### src/mcls_regs.vh
// register map, field positions and reset values of the carrier low stage
// Overview of operation
// - pin release bit set detaches chosen compare unit from its own pin
// - invert bit set inverts the selected carrier low source
// - edge wait set holds carrier low until its falling edge
// - edge wait clear switches away at once on modulation change
// - code 1111 second ref clock, 1110 system clock, 0011 first ref clock
// - codes 0100..1101 pick three enhanced then compare units four to ten
// - 0010 second input pin, 0001 first pin, 0000 constant low
// - bit 4 of control register reads zero, writes ignored
// - every reset leaves the modulator disabled
// - enable bit gates all mixing; clear holds mod output low
`ifndef MCLS_REGS_VH
`define MCLS_REGS_VH
`define MCLS_ADDR_CARL 12'h000
`define MCLS_ADDR_CTRL 12'h004
`define MCLS_ADDR_STAT 12'h008
`define MCLS_CARL_RELEASE 7
`define MCLS_CARL_INVERT 6
`define MCLS_CARL_WAIT 5
`define MCLS_CARL_WMASK 8'hEF
`define MCLS_CARL_RESET 8'h00
`define MCLS_CTRL_ENABLE 7
`define MCLS_CTRL_RESET 8'h00
`define MCLS_CTRL_WMASK 8'h80
`define MCLS_SRC_NONE 4'h0
`define MCLS_SRC_PIN1 4'h1
`define MCLS_SRC_PIN2 4'h2
`define MCLS_SRC_REF1 4'h3
`define MCLS_SRC_CMP_LO 4'h4
`define MCLS_SRC_CMP_HI 4'hD
`define MCLS_SRC_SYSCLK 4'hE
`define MCLS_SRC_REF2 4'hF
`endif

### src/mcls_src_mux.v
// carrier low source selector
`timescale 1ns/1ps
`default_nettype none
`include "mcls_regs.vh"
module mcls_src_mux #(
	parameter NUM_CMP = 10
) (
	input wire [3:0] sel_in,
	input wire sys_clk_level_in,
	input wire first_reference_clock_output_in,
	input wire second_reference_clock_output_in,
	input wire first_carrier_input_pin_in,
	input wire second_carrier_input_pin_in,
	input wire [NUM_CMP-1:0] compare_unit_pwm_in,
	input wire [NUM_CMP-1:0] compare_unit_pwm_mode_in,
	output reg src_out,
	output reg [NUM_CMP-1:0] pin_sel_out
);
	wire [3:0] cmp_idx;
	assign cmp_idx = sel_in - `MCLS_SRC_CMP_LO;
	always @* begin
		src_out = 1'b0;
		pin_sel_out = {NUM_CMP{1'b0}};
		case (sel_in)
			`MCLS_SRC_NONE: src_out = 1'b0;
			`MCLS_SRC_PIN1: src_out = first_carrier_input_pin_in;
			`MCLS_SRC_PIN2: src_out = second_carrier_input_pin_in;
			`MCLS_SRC_REF1: src_out = first_reference_clock_output_in;
			`MCLS_SRC_SYSCLK: src_out = sys_clk_level_in;
			`MCLS_SRC_REF2: src_out = second_reference_clock_output_in;
			default: begin
				// compare unit only in pwm mode
				src_out = compare_unit_pwm_in[cmp_idx] &
					compare_unit_pwm_mode_in[cmp_idx];
				pin_sel_out[cmp_idx] = 1'b1;
			end
		endcase
	end
endmodule // mcls_src_mux
`default_nettype wire

### src/mcls_top.v
// carrier low selection stage with apb registers
//
// Our own choices: the address map and the APB register port.
`timescale 1ns/1ps
`default_nettype none
`include "mcls_regs.vh"
module mcls_top #(
	parameter NUM_CMP = 10
) (
	input wire sys_clk_in,
	input wire sys_rst_in,
	input wire psel_in,
	input wire penable_in,
	input wire pwrite_in,
	input wire [11:0] paddr_in,
	input wire [31:0] pwdata_in,
	output reg [31:0] prdata_out,
	output reg pready_out,
	output reg pslverr_out,
	input wire sys_clk_level_in,
	input wire first_reference_clock_output_in,
	input wire second_reference_clock_output_in,
	input wire first_carrier_input_pin_in,
	input wire second_carrier_input_pin_in,
	input wire [NUM_CMP-1:0] compare_unit_pwm_in,
	input wire [NUM_CMP-1:0] compare_unit_pwm_mode_in,
	input wire carrier_high_in,
	input wire modulation_in,
	output reg mod_out,
	output reg carrier_low_out,
	output reg [NUM_CMP-1:0] compare_pin_release_out
);
	reg [7:0] carl_q;
	reg [7:0] ctrl_q;
	reg cl_prev_q;
	reg hold_low_q;
	reg mod_d;
	wire src_raw;
	wire cl_cond;
	wire cl_fall;
	wire [NUM_CMP-1:0] pin_sel;
	wire wr_acc;
	wire rd_acc;
	wire addr_ok;
	// bus decode
	wire sel_carl;
	wire sel_ctrl;
	wire sel_stat;
	wire setup_ph;
	wire access_ph;
	reg [31:0] rd_word;

	// one address compare, shared by the write and read decoders
	function addr_is;
		input [11:0] addr;
		input [11:0] target;
		begin
			addr_is = (addr == target);
		end
	endfunction

	// zero extend an 8-bit register into the bus word
	function [31:0] widen8;
		input [7:0] val;
		begin
			widen8 = {24'h000000, val};
		end
	endfunction

	mcls_src_mux #(.NUM_CMP(NUM_CMP)) u_mux (
		.sel_in(carl_q[3:0]),
		.sys_clk_level_in(sys_clk_level_in),
		.first_reference_clock_output_in(first_reference_clock_output_in),
		.second_reference_clock_output_in(second_reference_clock_output_in),
		.first_carrier_input_pin_in(first_carrier_input_pin_in),
		.second_carrier_input_pin_in(second_carrier_input_pin_in),
		.compare_unit_pwm_in(compare_unit_pwm_in),
		.compare_unit_pwm_mode_in(compare_unit_pwm_mode_in),
		.src_out(src_raw),
		.pin_sel_out(pin_sel)
	);

	assign cl_cond = src_raw ^ carl_q[`MCLS_CARL_INVERT];
	assign cl_fall = cl_prev_q & ~cl_cond;

	// address decode
	assign sel_carl = addr_is(paddr_in, `MCLS_ADDR_CARL);
	assign sel_ctrl = addr_is(paddr_in, `MCLS_ADDR_CTRL);
	assign sel_stat = addr_is(paddr_in, `MCLS_ADDR_STAT);
	assign addr_ok = sel_carl | sel_ctrl | sel_stat;

	// bus phases; ready is ours, so the access edge is the one it is high
	assign setup_ph = psel_in & ~penable_in;
	assign access_ph = psel_in & penable_in;
	assign wr_acc = access_ph & pwrite_in & pready_out;
	assign rd_acc = setup_ph & ~pwrite_in;

	// read word picked in setup, registered for the access phase
	always @* begin
		rd_word = 32'h00000000;
		if (sel_carl)
			rd_word = widen8(carl_q);
		else if (sel_ctrl)
			rd_word = widen8(ctrl_q);
		else if (sel_stat)
			rd_word = {29'h0000000, hold_low_q, carrier_low_out, mod_out};
	end

	// handshake: no wait state, answer in the first access phase cycle
	always @(posedge sys_clk_in) begin
		if (sys_rst_in) begin
			pready_out <= 1'b0;
			pslverr_out <= 1'b0;
		end else begin
			pready_out <= setup_ph;
			// unmapped address flagged with the ready pulse
			pslverr_out <= setup_ph & ~addr_ok;
		end
	end

	// read data stands only with ready; zero otherwise, so a stale
	// value never shows up in a later write or error response
	always @(posedge sys_clk_in) begin
		if (sys_rst_in) begin
			prdata_out <= 32'h00000000;
		end else if (rd_acc) begin
			prdata_out <= rd_word;
		end else begin
			prdata_out <= 32'h00000000;
		end
	end

	// carrier low control register
	always @(posedge sys_clk_in) begin
		if (sys_rst_in) begin
			carl_q <= `MCLS_CARL_RESET;
		end else if (wr_acc && sel_carl) begin
			carl_q <= pwdata_in[7:0] & `MCLS_CARL_WMASK;
		end
	end

	// modulator control register: only the enable bit exists
	always @(posedge sys_clk_in) begin
		if (sys_rst_in) begin
			ctrl_q <= `MCLS_CTRL_RESET;
		end else if (wr_acc && sel_ctrl) begin
			ctrl_q <= pwdata_in[7:0] & `MCLS_CTRL_WMASK;
		end
	end

	// modulation path
	always @* begin
		mod_d = 1'b0;
		if (ctrl_q[`MCLS_CTRL_ENABLE]) begin
			if (modulation_in && !hold_low_q)
				mod_d = carrier_high_in;
			else
				mod_d = cl_cond;
		end
	end

	// previous carrier low level, for falling edge detection
	always @(posedge sys_clk_in) begin
		if (sys_rst_in) begin
			cl_prev_q <= 1'b0;
		end else begin
			cl_prev_q <= cl_cond;
		end
	end

	// stay on carrier low until falling edge
	// armed while modulation is low, so a rise is caught at once
	always @(posedge sys_clk_in) begin
		if (sys_rst_in) begin
			hold_low_q <= 1'b0;
		end else if (!carl_q[`MCLS_CARL_WAIT]) begin
			hold_low_q <= 1'b0;
		end else if (!modulation_in || !ctrl_q[`MCLS_CTRL_ENABLE]) begin
			hold_low_q <= ctrl_q[`MCLS_CTRL_ENABLE];
		end else if (cl_fall) begin
			hold_low_q <= 1'b0;
		end
	end

	// registered outputs of the datapath
	always @(posedge sys_clk_in) begin
		if (sys_rst_in) begin
			mod_out <= 1'b0;
			carrier_low_out <= 1'b0;
		end else begin
			carrier_low_out <= cl_cond;
			mod_out <= mod_d;
		end
	end

	// release the selected unit's pin
	// only compare units own a pin here; clocks and input pins do not
	always @(posedge sys_clk_in) begin
		if (sys_rst_in) begin
			compare_pin_release_out <= {NUM_CMP{1'b0}};
		end else if (carl_q[`MCLS_CARL_RELEASE]) begin
			compare_pin_release_out <= pin_sel;
		end else begin
			compare_pin_release_out <= {NUM_CMP{1'b0}};
		end
	end
endmodule // mcls_top
`default_nettype wire

### config.mk
export PLATFORM = sky130hd
export DESIGN_NAME = mcls_top
export DESIGN_NICKNAME = d
export VERILOG_FILES = /design/src/mcls_src_mux.v /design/src/mcls_top.v
export VERILOG_INCLUDE_DIRS = /design/src
export SDC_FILE = /design/constraint.sdc
export NUM_CORES = 1
export LEC_CHECK = 0
export ABC_AREA = 1
export CORE_AREA = 2 2 67 69
export DETAILED_ROUTE_END_ITERATION = 10
export DIE_AREA = 0 0 69 71
export DONT_BUFFER_PORTS = 1
export SYNTH_ARGS = -nofsm -noshare
export SYNTH_HDL_FRONTEND = slang
export SYNTH_SLANG_ARGS = --single-unit
### constraint.sdc
create_clock -name sys_clk_in -period 2.5 [get_ports sys_clk_in]
set_input_delay 0.25 -clock sys_clk_in [delete_from_list [all_inputs] [get_ports sys_clk_in]]
set_output_delay 0.25 -clock sys_clk_in [all_outputs]
set_load 0.005 [all_outputs]
=== Word level (Yosys, flattened, before mapping) ===
Index checks and enable logic that the tools add are counted.

* Output and inout bits: 46
* Register bits: 55
* Bits of input ports: 76
* Word-level logic and storage cells: 69

* $add $sub $neg: 1
* $lt $le $gt $ge: 2
* Reductions and logical operators: 16
* Muxes and demuxes: 13
* Bitwise operators: 19
* Equal/unequal tests: 7

{| class="wikitable"
|+ Operators by type and width
! operator !! number
|-
| $mux 8 || 2
|-
| $eq 12x3->1 const B || 1
|-
| $eq 12x4->1 const B || 1
|-
| $logic_not 12->1 || 1
|-
| $and 1x1->1 || 8
|-
| $bmux 1 s4 || 2
|-
| $eq 4x2->1 const B || 2
|-
| $eq 4x4->1 const B || 2
|-
| $not 1->1 || 8
|-
| $reduce_or 8->1 || 1
|-
| $mux 1 || 6
|-
| $pmux 1 s6 || 1
|-
| $reduce_or 2->1 || 3
|-
| $lt 4x5->1 const B || 1
|-
| $demux 1 s4 || 1
|-
| $eq 4x1->1 const B || 1
|-
| $ge 4x1->1 const B || 1
|-
| $logic_and 1x1->1 || 4
|-
| $logic_not 4->1 || 1
|-
| $reduce_or 4->1 || 1
|-
| $sub 4x3->4 const B || 1
|-
| $logic_not 1->1 || 3
|-
| $mux 3 || 1
|-
| $or 1x1->1 || 2
|-
| 3 further kinds || 3
|}

=== Logic depth before layout (Yosys ltp) ===
* Depth after elaboration: 10
* Depth in mapped cells: 14
* Gate-level depth less buffers: 13

=== Modules after synthesis ===
Synthesis repeated with hierarchy kept, for this count alone.

* Cells, all modules: 275
* Area total of the unflattened synthesis: 1,759.2 um2

{| class="wikitable"
|+ Modules (own cells, without submodules)
! module !! cells each !! seq. area each (um2) !! times used !! area each (um2)
|-
| mcls_top || 186 || 600.6 || 1 || 1,338.8
|-
| mcls_src_mux || 89 || 0.0 || 1 || 420.4
|}

=== Worst setup path before layout ===
No wires, ideal clock.

* Path type: register -> register
* Start: register carl_q[2]
* End: register hold_low_q
* Data required time: 2.391 ns
* Stages on the path, launching flop included: 11
* Period minus slack after synthesis: 1.446 ns
* Data arrival time: 1.337 ns
* Buffers on the path: 0
* Slack: 1.054 ns
* Setup time: 0.109 ns
* Cells stage by stage: dfxtp_1 inv_1 ha_1 nand2_1 inv_1 a21oi_1 nand2_1 nand3_1 nand3_1 nand2_1 inv_1

* Longest elaborated chain between the ends: 9
* Elaborated cells on any way between the ends: 17
* Those cells by class: add/sub: 1; eq/ne: 5; mux: 5; bitwise: 4; reduce/logical: 2

{| class="wikitable"
|+ Ends and longest elaborated chain
! item !! RTL line !! source
|-
| start, declared || mcls_top.v:33 || <nowiki>reg [7:0] carl_q;</nowiki>
|-
| start signal, assigned || mcls_top.v:136 || <nowiki>carl_q <= `MCLS_CARL_RESET;</nowiki>
|-
| start signal, assigned || mcls_top.v:138 || <nowiki>carl_q <= pwdata_in[7:0] & `MCLS_CARL_WMASK;</nowiki>
|-
| $sub 4x3->4 (no line) || -- ||
|-
| $bmux 1 s4 (on tied branches) || mcls_src_mux.v:33, mcls_src_mux.v:34 ||
|-
| $mux 1 (on tied branches) || mcls_src_mux.v:33, mcls_src_mux.v:34 ||
|-
| $and 1x1->1 || mcls_src_mux.v:33 || <nowiki>src_out = compare_unit_pwm_in[cmp_idx] &</nowiki>
|-
| $pmux 1 s6 (*) || mcls_src_mux.v:24 || <nowiki>case (sel_in)</nowiki>
|-
| $xor 1x1->1 (*) || mcls_top.v:83 || <nowiki>assign cl_cond = src_raw ^ carl_q[`MCLS_CARL_INVERT];</nowiki>
|-
| $not 1->1 (*) || mcls_top.v:84 || <nowiki>assign cl_fall = cl_prev_q & ~cl_cond;</nowiki>
|-
| $and 1x1->1 (*) || mcls_top.v:84 ||
|-
| $reduce_bool 2->1 (no line) (*) || -- ||
|-
| end signal, assigned || mcls_top.v:179 || <nowiki>hold_low_q <= ctrl_q[`MCLS_CTRL_ENABLE];</nowiki>
|-
| end, declared || mcls_top.v:36 || <nowiki>reg hold_low_q;</nowiki>
|}

Every way passes the cells marked *; elsewhere a longest branch is shown, timed or not. The select of a mux whose other input is x is not followed.
A chain may end at the register's enable or synchronous reset.

=== Final worst setup path ===
* Start: register carl_q[0]
* End: register hold_low_q

Same word-level chain as after synthesis.

==> flow_metrics.tcl <==
set metrics [dict create \
    status "complete, no violations" \
    synth_seq_cells 30 \
    cts_buffer_depth 2 \
    p_per_area_nw_per_um2 587 \
    vias_per_cell 4.55 \
    drv_slew 0 \
    cp_max_fo 13 \
    maxCapViolCount 0 \
    p_comb_share_pct 3.5 \
    slowest_delay_ns 0.61 \
    power.switching_uw 195 \
    fillCellCount 451 \
    synth_xor_area_share_pct 0 \
    drt_iter0_drc 37 \
    end_kind "flip-flop" \
    grt_overflow 0 \
    io_buffers 0 \
    ff2ff_setup_slack_ns 0.77 \
    cts-root-buf "clkbuf_8" \
    core-area_sq_um 4200 \
    antenna_found_initial 0 \
    grt_pass1_vias 1174 \
    drc_errors 0 \
    crit_start "carl_q[0]" \
    htree_levels 2 \
    cts_sinks 30 \
    cts.repair.resized 0 \
    min_path_cells 1 \
    finalSetupViolCount 0 \
    power_uw 962 \
    critPathKind "flip-flop to flip-flop" \
    synth.top_cell.area_share_pct 37.6 \
    first_pass_iters 4 \
    wirelength_um 3200 \
    synth_fa_ha_area_share_pct 3.92 \
    hold_violations 0 \
    cp_cell_sequence "inv_2, nand2_1, nand2_1, nand3_1, nand2_1, nand2_1, nand2_1, nand2_1, nand2_1, nand2_2, nand3_1, nand2_1, inv_1" \
    grt_pass1_wl_um 5170 \
    synth_simple_gate_area_share_pct 29.8 \
    cpMostUsedCell "nand2_1" \
    crit_arrival_ns 1.91 \
    reg2reg_depth 13 \
    insertion_delay_ns 0.27 \
    synth_area_leader_cell "dfxtp_1" \
    syn_inst 228 \
    avgSynthCellArea_sq_um 7.00 \
    io-pin-count 122 \
    hpwl_um 2510 \
    die_w_um 69 \
    synthToLayoutAreaGrowth_pct 2.74 \
    hold_end "carrier_low_out" \
    p_sw_share_pct 20.3 \
    crit_required_ns 2.68 \
    initial_core_util_pct 37.9 \
    cts.clk_slew.worst_paths_ns 0.06 \
    period_share_pct 69.1 \
    nNetsFinal 312 \
    fmax_mhz 579 \
    ys_seq_area_share_pct 37.6 \
    synth_cell_types 22 \
    grt_max_degree 15 \
    synth_compound_area_share_pct 8.16 \
    cts_buffers 5 \
    synth_top_family_by_area "simple AND/OR/NAND/NOR gates" \
    start_kind "flip-flop" \
    synth.area.top_cells "dfxtp_1 (38%), nand2_1 (15%), buf_4 (12%)" \
    hold_start "sys_rst_in" \
    r2r-end "hold_low_q" \
    routabilityCongestion 0.812 \
    die_height_um 71 \
    diodes 0 \
    p_leak_nw 0.791 \
    worstHoldPathType "input pin to flip-flop" \
    cts_hold_buf 0 \
    drt.antenna.violating_nets 0 \
    r2r_start "carl_q[0]" \
    critPathSlowestCell "dfxtp_1" \
    avgRoutedWirePerCell_um 11.3 \
    final_util_pct 39.0 \
    yosysWarnings 0 \
    fin_skew_ns 0.00323 \
    pwr-share-clk_pct 46.5 \
    cts_tree "built" \
    netlist_area_sq_um 1600 \
    grt_use_total_pct 13.2 \
    synthMuxAreaShare_pct 0 \
    dieArea_sq_um 4900 \
    ir_worst_vdd_v 0.000247 \
    p_int_uw 767 \
    fin_tns_setup_ns 0 \
    vias 1292 \
    period_needed_ns 1.73 \
    row_count 24 \
    rsz0062_at_grt "no" \
    cts_setup_buffers 0 \
    sequentialPowerShare_pct 49.9 \
    drive_above_1_share_pct 6.90 \
]
cell usage after synthesis:
cell type  count
nor3_1         4
nand3_1       11
nand3_2        1
buf_4         25
inv_2          2
nor2_4         1
ha_1           5
nor2_1        22
nand2_2        2
conb_1         1
nor2_2         2
nand4_1        3
inv_1         25
dfxtp_1       30
nand2_1       64
o21ai_0       11
nor4_1         1
a21oi_1       12
o211ai_1       1
and3_1         1
a21boi_0       1
buf_6          3
cells by family after synthesis:
| family | count (synthesis) |
|---|---|
| other cells | 1 |
| flops | 30 |
| compound gates | 25 |
| fa+ha+maj | 5 |
| simple gates | 112 |
| buf+inv | 55 |
routing by layer:
metal,vias up,global-route usage (%),part of all wire [%]
met1,565,15.5,45
li1,668,-,-
met2,52,22.2,46
met4,0,5.45,1.5
met3,7,4.56,7.5
met5,-,0,0
power groups by stage:
stage                     registers [mW]  logic (mW)  clock network (mW)
final                              0.480      0.0339               0.448
after global routing               0.480      0.0411               0.483
after CTS                          0.480      0.0335               0.460
after detailed placement           0.491      0.0334                   0
after global placement             0.491      0.0327                   0
after floorplan                    0.491      0.0578                   0
state kept, by name (all words and copies together) (netlist names):
signal	count
ctrl_q	1
carl_q	7
pready_out	1
hold_low_q	1
prdata_out	7
compare_pin_release_out	10
pslverr_out	1
mod_out	1
carrier_low_out	1
per-stage QoR:
| step | setup slack (ns) | area [sq um] | hold WS, ns | cells |
|---|---|---|---|---|
| after floorplan | 1.05 | 1690 | 0.319 | 252 |
| after global placement | 0.789 | 1530 | 0.321 | 276 |
| after detailed placement | 0.768 | 1530 | 0.323 | 276 |
| after CTS | 0.737 | 1640 | 0.0235 | 284 |
| after global routing | 0.535 | 1640 | 0.0254 | 284 |
| final | 0.771 | 1640 | 0.0354 | 284 |
area by class of cell:
cell class	instances	area (sq um)	area share, %
clock buffers	8	110	6.72
well taps	52	65.1	3.97
multi-input cells	167	762	46.5
flip-flops and latches	30	601	36.6
inverters	27	101	6.18
critical path, delay by kind of cell (launching register included):
family,cells,cell delay (ns)
DFF,1,0.61
buffers and inverters,2,0.25
and+or+nand+nor,11,0.76
cell usage in the layout, fill, tap and decap left out, types with 5 or more instances in the layout:
master	synthesis	layout
inv_1	25	25
ha_1	5	5
o21ai_0	11	11
a21oi_1	12	12
nand3_1	11	11
dfxtp_1	30	30
nor2_1	22	22
nand2_1	64	64
conb_1	1	25
clkbuf_8	0	8
worst max-delay path by stage:
stage	end	depth (start not counted)
floorplan	hold_low_q	10
global placement	mod_out	13
detailed placement	mod_out	13
CTS	mod_out	13
global route	hold_low_q	13
finish	hold_low_q	13
Power figures use the tool's default switching activity.
